## src/inc/pfp_pkg.sv

```systemverilog
// Constants for the pin function and shared I/O port configuration block.
// Assumes an 8-bit register port with 7-bit addresses driven by the serial interface logic.
package pfp_pkg;

	// Register offsets.
	localparam logic [6:0] ADDR_PIN_TWO_CONFIG = 7'h0D;
	localparam logic [6:0] ADDR_IO_PORT_CONTROL = 7'h0E;

	// Fields of the third pin's configuration register.
	localparam int DRIVE_MSB = 7;
	localparam int DRIVE_LSB = 6;
	localparam int PULLUP_BIT = 5;
	localparam int FUNCTION_MSB = 4;
	localparam int FUNCTION_LSB = 0;

	// Fields of the I/O port control register.
	localparam int INT_STATUS_LSB = 4;
	localparam int IRQ_ON_SDO_BIT = 3;
	localparam int DIRECT_IO_LSB = 0;

	// Reset values.
	localparam logic [7:0] PIN_TWO_CONFIG_RESET = 8'h00;
	localparam logic [7:0] IO_PORT_CONTROL_RESET = 8'h00;

	localparam int PIN_COUNT = 3;

	// Pin function codes.
	localparam logic [4:0] FN_SPECIAL = 5'h00;
	localparam logic [4:0] FN_WAKEUP = 5'h01;
	localparam logic [4:0] FN_LOW_BATTERY = 5'h02;
	localparam logic [4:0] FN_DIRECT_IN = 5'h03;
	localparam logic [4:0] FN_INT_FALL = 5'h04;
	localparam logic [4:0] FN_INT_RISE = 5'h05;
	localparam logic [4:0] FN_INT_CHANGE = 5'h06;
	localparam logic [4:0] FN_ADC_INPUT = 5'h07;
	localparam logic [4:0] FN_TEST_N_IN = 5'h08;
	localparam logic [4:0] FN_TEST_P_IN = 5'h09;
	localparam logic [4:0] FN_DIRECT_OUT = 5'h0A;
	localparam logic [4:0] FN_DATA_CLOCK = 5'h0F;
	localparam logic [4:0] FN_TX_DATA_IN = 5'h10;
	localparam logic [4:0] FN_RETX_REQUEST = 5'h11;
	localparam logic [4:0] FN_TX_STATE = 5'h12;
	localparam logic [4:0] FN_TX_FIFO_FULL = 5'h13;
	localparam logic [4:0] FN_RX_DATA = 5'h14;
	localparam logic [4:0] FN_RX_STATE = 5'h15;
	localparam logic [4:0] FN_RX_FIFO_FULL = 5'h16;
	localparam logic [4:0] FN_ANTENNA_ONE = 5'h17;
	localparam logic [4:0] FN_ANTENNA_TWO = 5'h18;
	localparam logic [4:0] FN_PREAMBLE_VALID = 5'h19;
	localparam logic [4:0] FN_PREAMBLE_INVALID = 5'h1A;
	localparam logic [4:0] FN_SYNC_WORD = 5'h1B;
	localparam logic [4:0] FN_CLEAR_CHANNEL = 5'h1C;
	localparam logic [4:0] FN_SUPPLY_HIGH = 5'h1D;

endpackage

```

## src/design/pfp_port_config.sv

```systemverilog
// Function select, direct I/O, pull-up, drive strength and external interrupt status for three pins.
// Assumes the serial interface turns host transfers into single-cycle register strobes on mclk,
// and that the first two pins' function codes come from their own configuration registers elsewhere.
// Pull-ups and drive settings of the first two pins sit with those registers, not here.
//
// What this block does
// - Pull-up on third pin when enabled and pin is a digital input.
// - Bits 7:6 of third pin's configuration choose its drive strength.
// - Function code zero drives the controller clock out on the third pin.
// - Low battery code drives pin high while supply is below threshold.
// - Direct input code reads pin via direct bit; direct output drives from it.
// - Three codes make the pin an interrupt on falling, rising or any edge.
// - ADC code routes the pin to the converter and disables its driver.
// - Transmit data code on the third pin takes it as the direct modulation bit source.
// - Transmit state code drives the pin while the radio transmits.
// - Antenna one code drives the diversity select for antenna one.
// - Preamble and sync codes output their detected indications.
// - Bits 6, 5, 4 report interrupt status of pins two, one, zero.
// - With the data-out bit set, the interrupt request shows on data-out while select is high.
// - Writing a direct bit sets the level of a pin in direct output.
// - Reading a direct bit returns the sampled level of a pin in direct input.

`timescale 1ns/1ps

module pfp_port_config (
	// Clock and reset.
	input wire logic mclk,
	input wire logic rst_n,
	// Register port.
	input wire logic [6:0] regAddr,
	input wire logic regWrite,
	input wire logic [7:0] regWrData,
	input wire logic regRead,
	output logic [7:0] regRdData,
	// Function codes of the first two pins.
	input wire logic [4:0] pinZeroFunction,
	input wire logic [4:0] pinOneFunction,
	// Level each of the first two pins shows for codes zero and one.
	input wire logic [1:0] pinSpecialLevel,
	input wire logic [1:0] pinWakeupLevel,
	// Internal status sources.
	input wire logic mcuClock,
	input wire logic lowBattery,
	input wire logic dataClock,
	input wire logic txState,
	input wire logic txFifoAlmostFull,
	input wire logic rxData,
	input wire logic rxState,
	input wire logic rxFifoAlmostFull,
	input wire logic antennaOneSelect,
	input wire logic antennaTwoSelect,
	input wire logic preambleValid,
	input wire logic preambleInvalid,
	input wire logic syncWordDetected,
	input wire logic clearChannel,
	input wire logic interrupt_request_n,
	// General pins, split into input, output and output enable.
	input wire logic [2:0] generalPinIn,
	output logic [2:0] generalPinOut,
	output logic [2:0] generalPinOe,
	// Pad controls of the third pin.
	output logic pinTwoPullupOn,
	output logic [1:0] pinTwoDriveStrength,
	// Analog routing and direct modulation.
	output logic [2:0] adcRouteEnable,
	output logic txDirectData,
	output logic retxRequest,
	// External interrupt events to the interrupt controller.
	output logic [2:0] extIntEvent,
	// Chip select pin and data-out override.
	input wire logic chip_select_n,
	output logic sdoIrqSelect,
	output logic sdoIrqLevel
);

	// Every code that listens to the pin, the reserved analog test inputs included.
	function automatic logic isInputCode(input logic [4:0] code);
		isInputCode = (code == pfp_pkg::FN_DIRECT_IN) || (code == pfp_pkg::FN_INT_FALL) ||
			(code == pfp_pkg::FN_INT_RISE) || (code == pfp_pkg::FN_INT_CHANGE) ||
			(code == pfp_pkg::FN_ADC_INPUT) || (code == pfp_pkg::FN_TEST_N_IN) ||
			(code == pfp_pkg::FN_TEST_P_IN) || (code == pfp_pkg::FN_TX_DATA_IN) ||
			(code == pfp_pkg::FN_RETX_REQUEST);
	endfunction

	// Analog and test inputs must never see the pull-up, so they are left out here.
	function automatic logic isDigitalInputCode(input logic [4:0] code);
		isDigitalInputCode = isInputCode(code) && (code != pfp_pkg::FN_ADC_INPUT) &&
			(code != pfp_pkg::FN_TEST_N_IN) && (code != pfp_pkg::FN_TEST_P_IN);
	endfunction

	function automatic logic isInterruptCode(input logic [4:0] code);
		isInterruptCode = (code == pfp_pkg::FN_INT_FALL) || (code == pfp_pkg::FN_INT_RISE) ||
			(code == pfp_pkg::FN_INT_CHANGE);
	endfunction

	// Configuration registers.
	logic [1:0] pin_two_drive_strength;
	logic pin_two_pullup_enable;
	logic [4:0] pin_two_function_select;
	logic irqOnDataOut;
	logic [2:0] directOutBits;
	logic [2:0] intStatus;
	logic [7:0] next_regRdData;
	logic [1:0] next_pin_two_drive_strength;
	logic next_pin_two_pullup_enable;
	logic [4:0] next_pin_two_function_select;
	logic next_irqOnDataOut;
	logic [2:0] next_directOutBits;
	logic [2:0] next_intStatus;

	// Pin sampling.
	logic [2:0] pinMeta;
	logic [2:0] pinSync;
	logic [2:0] pinPrev;
	logic selectMeta;
	logic selectSync;
	// Synchroniser next values.
	logic [2:0] next_pinMeta;
	logic [2:0] next_pinSync;
	logic [2:0] next_pinPrev;
	logic next_selectMeta;
	logic next_selectSync;

	// Per-pin decoded function and drive.
	logic [4:0] pinFunction [2:0];
	logic [2:0] pinInput;
	logic [2:0] pinEdgeHit;
	logic [2:0] intSource;
	logic [2:0] next_generalPinOut;
	logic [2:0] next_generalPinOe;
	logic [2:0] next_adcRouteEnable;
	logic [2:0] next_extIntEvent;
	logic next_pinTwoPullupOn;
	logic next_txDirectData;
	logic next_retxRequest;
	logic next_sdoIrqSelect;
	logic next_sdoIrqLevel;
	logic [1:0] next_pinTwoDriveStrength;
	logic [2:0] directIoView;
	logic [2:0] specialLevel;
	logic [2:0] wakeupLevel;

	assign pinFunction[0] = pinZeroFunction;
	assign pinFunction[1] = pinOneFunction;
	assign pinFunction[2] = pin_two_function_select;
	// Code zero shows a level made elsewhere on the first two pins and the controller clock on the third.
	assign specialLevel = {mcuClock, pinSpecialLevel};
	// The third pin has no wake-up function, so that code grounds it.
	assign wakeupLevel = {1'b0, pinWakeupLevel};

	// Pins and chip select arrive from off-chip, so two stages before any use.
	// The third stage only remembers the previous synchronised level for edge detection.
	always_comb begin
		next_pinMeta = generalPinIn;
		next_pinSync = pinMeta;
		next_pinPrev = pinSync;
		next_selectMeta = chip_select_n;
		next_selectSync = selectMeta;
	end

	always_ff @(posedge mclk or negedge rst_n) begin
		if (!rst_n) begin
			pinMeta <= 3'h0;
			pinSync <= 3'h0;
			pinPrev <= 3'h0;
			// Select resets to its idle level, matching a host that is not talking.
			selectMeta <= 1'b1;
			selectSync <= 1'b1;
		end else begin
			pinMeta <= next_pinMeta;
			pinSync <= next_pinSync;
			pinPrev <= next_pinPrev;
			selectMeta <= next_selectMeta;
			selectSync <= next_selectSync;
		end
	end

	// Each pin gets the same decode; only its function code and sources differ.
	genvar gi;
	generate
		for (gi = 0; gi < pfp_pkg::PIN_COUNT; gi++) begin : gPin
			logic outLevel;
			assign pinInput[gi] = isInputCode(pinFunction[gi]);
			assign intSource[gi] = isInterruptCode(pinFunction[gi]);

			// Edges come from the synchronised pin, never from the raw input.
			always_comb begin
				unique case (pinFunction[gi])
					pfp_pkg::FN_INT_FALL: pinEdgeHit[gi] = pinPrev[gi] & ~pinSync[gi];
					pfp_pkg::FN_INT_RISE: pinEdgeHit[gi] = ~pinPrev[gi] & pinSync[gi];
					pfp_pkg::FN_INT_CHANGE: pinEdgeHit[gi] = pinPrev[gi] ^ pinSync[gi];
					default: pinEdgeHit[gi] = 1'b0;
				endcase
			end

			// Reserved and unlisted output codes fall through to ground.
			always_comb begin
				unique case (pinFunction[gi])
					pfp_pkg::FN_SPECIAL: outLevel = specialLevel[gi];
					pfp_pkg::FN_WAKEUP: outLevel = wakeupLevel[gi];
					pfp_pkg::FN_LOW_BATTERY: outLevel = lowBattery;
					pfp_pkg::FN_DIRECT_OUT: outLevel = directOutBits[gi];
					pfp_pkg::FN_DATA_CLOCK: outLevel = dataClock;
					pfp_pkg::FN_TX_STATE: outLevel = txState;
					pfp_pkg::FN_TX_FIFO_FULL: outLevel = txFifoAlmostFull;
					pfp_pkg::FN_RX_DATA: outLevel = rxData;
					pfp_pkg::FN_RX_STATE: outLevel = rxState;
					pfp_pkg::FN_RX_FIFO_FULL: outLevel = rxFifoAlmostFull;
					pfp_pkg::FN_ANTENNA_ONE: outLevel = antennaOneSelect;
					pfp_pkg::FN_ANTENNA_TWO: outLevel = antennaTwoSelect;
					pfp_pkg::FN_PREAMBLE_VALID: outLevel = preambleValid;
					pfp_pkg::FN_PREAMBLE_INVALID: outLevel = preambleInvalid;
					pfp_pkg::FN_SYNC_WORD: outLevel = syncWordDetected;
					pfp_pkg::FN_CLEAR_CHANNEL: outLevel = clearChannel;
					pfp_pkg::FN_SUPPLY_HIGH: outLevel = 1'b1;
					default: outLevel = 1'b0;
				endcase
			end

			// An input keeps its driver off and its level low, so nothing fights the outside source.
			assign next_generalPinOut[gi] = pinInput[gi] ? 1'b0 : outLevel;
			assign next_generalPinOe[gi] = ~pinInput[gi];
			assign next_adcRouteEnable[gi] = (pinFunction[gi] == pfp_pkg::FN_ADC_INPUT);
			// Events reach the interrupt controller whether or not the status has been read.
			assign next_extIntEvent[gi] = pinEdgeHit[gi];
			// A direct input shows the sampled pin; otherwise the written bit reads back.
			assign directIoView[gi] = (pinFunction[gi] == pfp_pkg::FN_DIRECT_IN) ?
				pinSync[gi] : directOutBits[gi];
		end
	endgenerate

	// Register file: writes, reads, and interrupt status that clears on read.
	always_comb begin
		next_pin_two_drive_strength = pin_two_drive_strength;
		next_pin_two_pullup_enable = pin_two_pullup_enable;
		next_pin_two_function_select = pin_two_function_select;
		next_irqOnDataOut = irqOnDataOut;
		next_directOutBits = directOutBits;
		next_intStatus = intStatus;
		// Read data holds between reads so the serial logic may collect it late.
		next_regRdData = regRdData;
		if (regRead) begin
			unique case (regAddr)
				pfp_pkg::ADDR_PIN_TWO_CONFIG: begin
					next_regRdData = {pin_two_drive_strength, pin_two_pullup_enable, pin_two_function_select};
				end
				pfp_pkg::ADDR_IO_PORT_CONTROL: begin
					// Bit 7 is reserved and always reads zero.
					next_regRdData = {1'b0, intStatus, irqOnDataOut, directIoView};
					next_intStatus = 3'h0;
				end
				default: begin
					// Unmapped addresses read as zero.
					next_regRdData = 8'h00;
				end
			endcase
		end
		if (regWrite) begin
			unique case (regAddr)
				pfp_pkg::ADDR_PIN_TWO_CONFIG: begin
					next_pin_two_drive_strength = regWrData[pfp_pkg::DRIVE_MSB:pfp_pkg::DRIVE_LSB];
					next_pin_two_pullup_enable = regWrData[pfp_pkg::PULLUP_BIT];
					next_pin_two_function_select = regWrData[pfp_pkg::FUNCTION_MSB:pfp_pkg::FUNCTION_LSB];
				end
				pfp_pkg::ADDR_IO_PORT_CONTROL: begin
					next_irqOnDataOut = regWrData[pfp_pkg::IRQ_ON_SDO_BIT];
					next_directOutBits = regWrData[pfp_pkg::DIRECT_IO_LSB +: 3];
				end
				default: begin
					// Writes elsewhere, and to the read-only status bits, are ignored.
				end
			endcase
		end
		// An edge in the same cycle as the clearing read is kept.
		for (int i = 0; i < pfp_pkg::PIN_COUNT; i++) begin
			if (pinEdgeHit[i] && intSource[i]) begin
				next_intStatus[i] = 1'b1;
			end
		end
	end

	always_ff @(posedge mclk or negedge rst_n) begin
		if (!rst_n) begin
			pin_two_drive_strength <= pfp_pkg::PIN_TWO_CONFIG_RESET[pfp_pkg::DRIVE_MSB:pfp_pkg::DRIVE_LSB];
			pin_two_pullup_enable <= pfp_pkg::PIN_TWO_CONFIG_RESET[pfp_pkg::PULLUP_BIT];
			pin_two_function_select <= pfp_pkg::PIN_TWO_CONFIG_RESET[pfp_pkg::FUNCTION_MSB:pfp_pkg::FUNCTION_LSB];
			irqOnDataOut <= pfp_pkg::IO_PORT_CONTROL_RESET[pfp_pkg::IRQ_ON_SDO_BIT];
			directOutBits <= pfp_pkg::IO_PORT_CONTROL_RESET[pfp_pkg::DIRECT_IO_LSB +: 3];
			intStatus <= pfp_pkg::IO_PORT_CONTROL_RESET[pfp_pkg::INT_STATUS_LSB +: 3];
			regRdData <= 8'h00;
		end else begin
			pin_two_drive_strength <= next_pin_two_drive_strength;
			pin_two_pullup_enable <= next_pin_two_pullup_enable;
			pin_two_function_select <= next_pin_two_function_select;
			irqOnDataOut <= next_irqOnDataOut;
			directOutBits <= next_directOutBits;
			intStatus <= next_intStatus;
			regRdData <= next_regRdData;
		end
	end

	// Pad and routing outputs.
	always_comb begin
		next_pinTwoPullupOn = pin_two_pullup_enable && isDigitalInputCode(pin_two_function_select);
		// Drive strength only goes to the pad; no logic here depends on it.
		next_pinTwoDriveStrength = pin_two_drive_strength;
		// Transmit data and retransmit requests follow the synchronised pin, a few cycles behind it.
		next_txDirectData = (pin_two_function_select == pfp_pkg::FN_TX_DATA_IN) && pinSync[2];
		next_retxRequest = (pin_two_function_select == pfp_pkg::FN_RETX_REQUEST) && pinSync[2];
		// The override is only safe while the host is not clocking data out.
		next_sdoIrqSelect = irqOnDataOut && selectSync;
		next_sdoIrqLevel = next_sdoIrqSelect ? interrupt_request_n : 1'b1;
	end

	always_ff @(posedge mclk or negedge rst_n) begin
		if (!rst_n) begin
			generalPinOut <= 3'h0;
			generalPinOe <= 3'h0;
			adcRouteEnable <= 3'h0;
			extIntEvent <= 3'h0;
			pinTwoDriveStrength <= 2'h0;
			pinTwoPullupOn <= 1'b0;
			txDirectData <= 1'b0;
			retxRequest <= 1'b0;
			sdoIrqSelect <= 1'b0;
			// The data-out level idles high, the released state of an active-low request.
			sdoIrqLevel <= 1'b1;
		end else begin
			generalPinOut <= next_generalPinOut;
			generalPinOe <= next_generalPinOe;
			adcRouteEnable <= next_adcRouteEnable;
			extIntEvent <= next_extIntEvent;
			pinTwoDriveStrength <= next_pinTwoDriveStrength;
			pinTwoPullupOn <= next_pinTwoPullupOn;
			txDirectData <= next_txDirectData;
			retxRequest <= next_retxRequest;
			sdoIrqSelect <= next_sdoIrqSelect;
			sdoIrqLevel <= next_sdoIrqLevel;
		end
	end

endmodule

```

## config.mk

```make
export PLATFORM = sky130hd
export DESIGN_NAME = pfp_port_config
export DESIGN_NICKNAME = d
export VERILOG_FILES = /design/src/inc/pfp_pkg.sv /design/src/design/pfp_port_config.sv
export SDC_FILE = /design/constraint.sdc
export NUM_CORES = 1
export LEC_CHECK = 0
export BUFFER_PORTS_ARGS = -buffer_cell sky130_fd_sc_hd__buf_4
export CAP_MARGIN = 15
export CORE_MARGIN = 10
export CORE_UTILIZATION = 52
export CTS_CLUSTER_DIAMETER = 80
export DETAILED_ROUTE_END_ITERATION = 6
export PLACE_DENSITY = 0.87
export SLEW_MARGIN = 20
export SYNTH_ARGS = -nofsm -noshare
export SYNTH_HDL_FRONTEND = slang
export SYNTH_SLANG_ARGS = --single-unit
```

## constraint.sdc

```tcl
create_clock -name mclk -period 1.65 [get_ports mclk]
set_input_delay 0.2475 -clock mclk [delete_from_list [all_inputs] [get_ports mclk]]
set_output_delay 0.2475 -clock mclk [all_outputs]
set_load 0.005 [all_outputs]
```

# [Word level (Yosys, flattened, before mapping)]
# Cells that the tools add are included.
[classes] shift=0 n_mux=19 div=0 addsub=0 order_cmp=0 n_reduce_logical=54 multipliers=0 n_eq_ne=79 bitwise=18
[op_table] operator="$eq A5 B5 Y1 const B" count=42
[op_table] operator="$eq A5 B3 Y1 const B" count=12
[op_table] operator="$eq A5 B4 Y1 const B" count=12
[op_table] operator="$pmux W1 S17" count=2
[op_table] operator="$eq A5 B2 Y1 const B" count=6
[op_table] operator="$logic_or A1 B1 Y1" count=30
[op_table] operator="$pmux W1 S16" count=1
[op_table] operator="$pmux W8 S2" count=1
[op_table] operator="$logic_not A5 Y1" count=3
[op_table] operator="$eq A7 B4 Y1 const B" count=2
[op_table] operator="$reduce_bool A2 Y1" count=6
[op_table] operator="$eq A5 B1 Y1 const B" count=2
[op_table] operator="$logic_and A1 B1 Y1" count=10
[op_table] operator="$mux W1" count=10
[op_table] operator="$ne A5 B4 Y1 const B" count=2
[op_table] operator="$reduce_and A2 Y1" count=5
[op_table] operator="$not A1 Y1" count=9
[op_table] operator="$pmux W1 S3" count=3
[op_table] operator="$and A1 B1 Y1" count=6
[op_table] operator="$mux W3" count=2
[op_table] operator="$ne A5 B3 Y1 const B" count=1
[op_table] operator="$xor A1 B1 Y1" count=3
[totals] register_bits=53 in_bits=52 latchBits=0 romBits=0 memories=0 ramBits=0 out_inout_bits=27

# [Depth between registers and ports, before layout]
[logic_depth] word_depth=13 depth_mapped=6

# [Worst setup path after synthesis]
# No wires, ideal clock.
[synth_timing] kind="input -> register" startpoint="in regAddr[4]" endpoint="reg pin_two_drive_strength[0], in the netlist next_pinTwoDriveStrength[0]" setup_time_ns=0.125 stages=4 arrival_ns=1.251 n_path_buf=0 setup_slack_ns=0.274 path_cell_list="nand4bb_1 nor2_1 nand4b_2 mux2_2"
[synth_via] elab_chain_len=2
[synth_lines] item="start: declaration" line_no="pfp_port_config.sv:30" rtl="input wire logic [6:0] regAddr,"
[synth_lines] item="$eq A7 B4 Y1" line_no="pfp_port_config.sv:259" rtl="unique case (regAddr)"
[synth_lines] item="$reduce_and A2 Y1 (no line)"
[synth_lines] item="end signal: assignment" line_no="pfp_port_config.sv:284" rtl="pin_two_drive_strength <= pfp_pkg::PIN_TWO_CONFIG_RESET[pfp_pkg::DRIVE_MSB:pfp_pkg::DRIVE_LSB];"
[synth_lines] item="end signal: assignment" line_no="pfp_port_config.sv:292" rtl="pin_two_drive_strength <= next_pin_two_drive_strength;"
[synth_lines] item="end: declaration" line_no="pfp_port_config.sv:97" rtl="logic [1:0] pin_two_drive_strength;"
# No other way between the ends.
# A chain may end at the register's enable or synchronous reset.

# [Worst setup path after layout]
[layout_timing] startpoint="reg pin_two_function_select[2]" endpoint="reg generalPinOut[2]"
[layout_via] elab_chain_len=10
[layout_lines] item="start: declaration" line_no="pfp_port_config.sv:99" rtl="logic [4:0] pin_two_function_select;"
[layout_lines] item="start signal: assignment" line_no="pfp_port_config.sv:286" rtl="pin_two_function_select <= pfp_pkg::PIN_TWO_CONFIG_RESET[pfp_pkg::FUNCTION_MSB:pfp_pkg::FUNCTION_LSB];"
[layout_lines] item="start signal: assignment" line_no="pfp_port_config.sv:294" rtl="pin_two_function_select <= next_pin_two_function_select;"
[layout_lines] item="$eq A5 B2 Y1 or $eq A5 B3 Y1 (tied branches)" line_no="pfp_port_config.sv:78" rtl="isInputCode = (code == pfp_pkg::FN_DIRECT_IN) || (code == pfp_pkg::FN_INT_FALL) ||"
[layout_lines] item="$logic_or A1 B1 Y1 (2 in series)" line_no="pfp_port_config.sv:78"
[layout_lines] item="$logic_or A1 B1 Y1 (2 in series)" line_no="pfp_port_config.sv:79" rtl="(code == pfp_pkg::FN_INT_RISE) || (code == pfp_pkg::FN_INT_CHANGE) ||"
[layout_lines] item="$logic_or A1 B1 Y1 (2 in series)" line_no="pfp_port_config.sv:80" rtl="(code == pfp_pkg::FN_ADC_INPUT) || (code == pfp_pkg::FN_TEST_N_IN) ||"
[layout_lines] item="$logic_or A1 B1 Y1 (2 in series)" line_no="pfp_port_config.sv:81" rtl="(code == pfp_pkg::FN_TEST_P_IN) || (code == pfp_pkg::FN_TX_DATA_IN) ||"
[layout_lines] item="$mux W1 (*)" line_no="pfp_port_config.sv:221" rtl="assign next_generalPinOut[gi] = pinInput[gi] ? 1'b0 : outLevel;"
[layout_lines] item="via next_generalPinOut[2]" line_no="pfp_port_config.sv:129" rtl="logic [2:0] next_generalPinOut;"
[layout_lines] item="end signal: assignment" line_no="pfp_port_config.sv:329" rtl="generalPinOut <= next_generalPinOut;"
[layout_lines] item="end: declaration" line_no="pfp_port_config.sv:59" rtl="output logic [2:0] generalPinOut,"
# Mark *: on every way through the listed nets, which the timed path passes. The rest lies on a longest branch.

==> results.json <==
{
  "place_area_um2": 3410,
  "total_detailed_routing_wirelength_um": 6890,
  "ff_latch_area_um2": 1330,
  "worstSetupPathType": "register to register",
  "area_of_the_die_um2": 8610,
  "grt_max_degree": 54,
  "cp.arrival_ns": 1.75,
  "grt_use_total": 0.159,
  "ctsHoldBuffers": 1,
  "critPathCaptureType": "register",
  "rsz0062_at_grt": "false",
  "worst_hold_path.num_cells": 1,
  "p_leak_nw": 1.67,
  "area_growth_syn_to_layout_pct": 27.6,
  "cts.repair.resized": 0,
  "htree_num_levels": 2,
  "io-pin-count": 79,
  "io_buffers": 78,
  "post-place-ws_ns": -0.0422,
  "internal_power_w": 0.00197,
  "post_drt_via_cell_ratio": 5.51,
  "synth_seq_cells": 53,
  "die_y_um": 92.8,
  "insertedDiodeCount": 0,
  "chipWidth_um": 92.8,
  "placedCellCount": 395,
  "timing.final.hold_violations": 0,
  "insertion_delay_ns": 0.32,
  "post-route-worst-setup-slack_ns": 0.127,
  "count_of_standard_cell_rows": 26,
  "tritoncts": "yes",
  "worst_hold_startpoint": "chip_select_n",
  "synth.net_count": 314,
  "peakVddDrop_mv": 0.568,
  "hpwlAfterDp_um": 5260,
  "detailedRoute.firstPassIterationCount": 4,
  "multi_input_area_um2": 1300,
  "synth-seq-area-share": 0.483,
  "final_cell_mix": "sky130_fd_sc_hd__buf_4 (86), sky130_fd_sc_hd__dfrtp_1 (50), sky130_fd_sc_hd__nor2_1 (17)",
  "numClockSinks": 53,
  "post_synth_num_cell_types": 59,
  "period_needed_ns": 1.52,
  "final-max-slew-violation-count": 0,
  "timing.fmax_mhz": 656,
  "cts.repair_timing.setup_buffer_count": 0,
  "drc": 0,
  "layout-drive-gt1-share": 0.350,
  "syn_avg_cell_area_um2": 10.8,
  "number_of_global_route_vias_before_repair": 2270,
  "report.final.setup_viol": 0,
  "total_number_of_vias": 2227,
  "period_share": 0.923,
  "core_area_um2": 5110,
  "clk_path_buf_depth": 2,
  "min_path_type": "input port to register",
  "switching_share": 0.279,
  "total_switching_power_w": 0.000759,
  "netlist_instances": 256,
  "fillerInstances": 409,
  "layout.cells.most_common": "sky130_fd_sc_hd__buf_4",
  "run_status": "finished, final reports clean",
  "grt.overflow.total": 0,
  "synthesis.area_um2": 2750,
  "final_cells": 404,
  "synth-edff-count": 0,
  "gp_congestion": 0.835,
  "worst_pin_slew_ns": 0.641,
  "critical_path_peak_fanout": 8,
  "initial_standard_cell_utilization_of_the_core": 0.539,
  "first_pass_grt_wire_length_um": 11200,
  "synth_warnings": 0,
  "async_reset_ff_frac": 1.00,
  "power.share.sequential": 0.535,
  "grt_antenna_before_repair": 0,
  "crit_required_ns": 1.87,
  "regToRegStartpoint": "pin_two_function_select[2]$_DFFE_PN0P_",
  "detailedRoute.firstIterationViolations": 117,
  "cts-root-buf": "sky130_fd_sc_hd__clkbuf_8",
  "max_slew_margin_vs_limit": 0.573,
  "avgRoutedWirePerCell_um": 17.1,
  "rr_worst_depth": 5,
  "layout.cell_area.non_filler_um2": 3510,
  "drv.max_cap_violation_count": 0,
  "finish.net_count": 391,
  "clock_transition_at_the_registers_of_the_reported_paths_ns": 0.11,
  "clockPowerShare": 0.287,
  "drtAntennaViolNets": 0,
  "tritoncts.num_buffers": 5,
  "worstSetupStartpoint": "pin_two_function_select[2]$_DFFE_PN0P_",
  "ys_dominant_reg_cell": "sky130_fd_sc_hd__dfrtp_1",
  "clock_skew_ns": 0.0158,
  "share_comb_of_total_power": 0.178,
  "setup.worst_path.start_class": "register",
  "power.density_cell_area_nw_per_um2": 776
}
layout make-up:
| class | count | share of cell area |
|---|---|---|
| repair buffers | 87 | 0.187 |
| well taps | 70 | 0.0249 |
| inverters | 12 | 0.0128 |
| multi-input cells | 174 | 0.369 |
| clock buffers | 5 | 0.0196 |
| clock inverters | 3 | 0.00819 |
| flip-flops and latches | 53 | 0.379 |
worst paths after layout:
kind                                               end  slack [ns]
setup / recovery            generalPinOut[2]$_DFF_PN0_        0.13
hold / removal               next_selectSync$_DFF_PN1_        0.02
setup reg to reg            generalPinOut[2]$_DFF_PN0_        0.13
hold reg to reg              next_pinPrev[1]$_DFF_PN0_        0.36
max in group asynchronous  adcRouteEnable[2]$_DFF_PN0_        0.73
min in group asynchronous     regRdData[2]$_DFFE_PN0P_        0.49
cell families (layout without fill, tap and decap cells):
| family | count (synthesis) | after routing | synth area share |
|---|---|---|---|
| AND/OR/NAND/NOR | 83 | 83 | 0.187 |
| flip-flops | 53 | 53 | 0.483 |
| AO/OA/AOI/OAI | 51 | 51 | 0.128 |
| multiplexers | 30 | 30 | 0.116 |
| buffers and inverters | 29 | 107 | 0.0459 |
| adder cells (fa/ha/maj) | 6 | 6 | 0.0273 |
| XOR/XNOR | 4 | 4 | 0.0127 |
Yosys cell counts, types with 2 or more instances:
master	number	area share
sky130_fd_sc_hd__dfrtp_1	50	0.45
sky130_fd_sc_hd__nor2b_1	2	0.0045
sky130_fd_sc_hd__nand3_1	3	0.0055
sky130_fd_sc_hd__and3b_1	2	0.0064
sky130_fd_sc_hd__nor3_1	4	0.0073
sky130_fd_sc_hd__o211ai_1	2	0.0055
sky130_fd_sc_hd__a22oi_1	4	0.011
sky130_fd_sc_hd__buf_2	5	0.0091
sky130_fd_sc_hd__o21ai_0	11	0.020
sky130_fd_sc_hd__clkbuf_1	9	0.012
sky130_fd_sc_hd__a221o_1	5	0.018
sky130_fd_sc_hd__o31ai_1	2	0.0055
sky130_fd_sc_hd__nand2_1	12	0.016
sky130_fd_sc_hd__dfstp_2	3	0.029
sky130_fd_sc_hd__xnor2_1	3	0.0095
sky130_fd_sc_hd__or3_1	2	0.0045
sky130_fd_sc_hd__a31oi_1	5	0.011
sky130_fd_sc_hd__nor3b_1	3	0.0082
sky130_fd_sc_hd__ha_1	6	0.027
sky130_fd_sc_hd__nand4b_1	3	0.0095
sky130_fd_sc_hd__mux2_2	16	0.065
sky130_fd_sc_hd__nor4_1	4	0.0091
sky130_fd_sc_hd__inv_1	11	0.015
sky130_fd_sc_hd__a21oi_1	9	0.016
sky130_fd_sc_hd__and2_1	6	0.014
sky130_fd_sc_hd__nand3b_1	2	0.0055
sky130_fd_sc_hd__mux2i_1	14	0.051
sky130_fd_sc_hd__nor2_1	17	0.023
sky130_fd_sc_hd__nand2b_1	10	0.023
sky130_fd_sc_hd__and4b_1	2	0.0073
state kept, by name (all words and copies together) (netlist names), 3 cells and up:
register                 flops
next_pinSync                 3
directOutBits                3
pin_two_function_select      5
extIntEvent                  3
next_pinPrev                 3
intStatus                    3
generalPinOe                 3
pinPrev                      3
adcRouteEnable               3
generalPinOut                3
regRdData                    8
stage by stage:
step / setup TNS, ns / utilization / total power [W] / hold WS (ns)
after floorplan: 0 / - / 0.00171 / -0.0481
after global placement: 0 / 0.667 / 0.00195 / 0.319
after detailed placement: -0.251 / 0.667 / 0.00197 / 0.323
after CTS: 0 / 0.688 / 0.00274 / 0.0203
after global routing: 0 / 0.688 / 0.00287 / 0.000389
final: 0 / 0.688 / 0.00273 / 0.0233
layer usage:
layer	global-route usage	vias up	routed length (µm)
met1	0.183	1099	2850
met4	0.0386	0	55
met2	0.280	37	3690
met5	0	-	0
met3	0.0484	6	295
li1	-	1085	-
critical path: stages (launching register included):
cell	delay [ns]
sky130_fd_sc_hd__dfrtp_1	0.53
sky130_fd_sc_hd__buf_4	0.21
sky130_fd_sc_hd__a21oi_1	0.08
sky130_fd_sc_hd__nor4_1	0.32
sky130_fd_sc_hd__a22oi_1	0.15
sky130_fd_sc_hd__o211ai_1	0.14
power groups by stage:
stage | sequential (W) | clock [W] | combinational, W
2_1_floorplan | 0.00145 | 0 | 0.000257
3_3_place_gp | 0.00148 | 0 | 0.000471
3_5_place_dp | 0.00148 | 0 | 0.000488
4_1_cts | 0.00146 | 0.000792 | 0.000491
5_1_grt | 0.00147 | 0.000863 | 0.000539
6_report | 0.00146 | 0.000782 | 0.000486
Note: power is estimated with default switching activity, not from simulation.
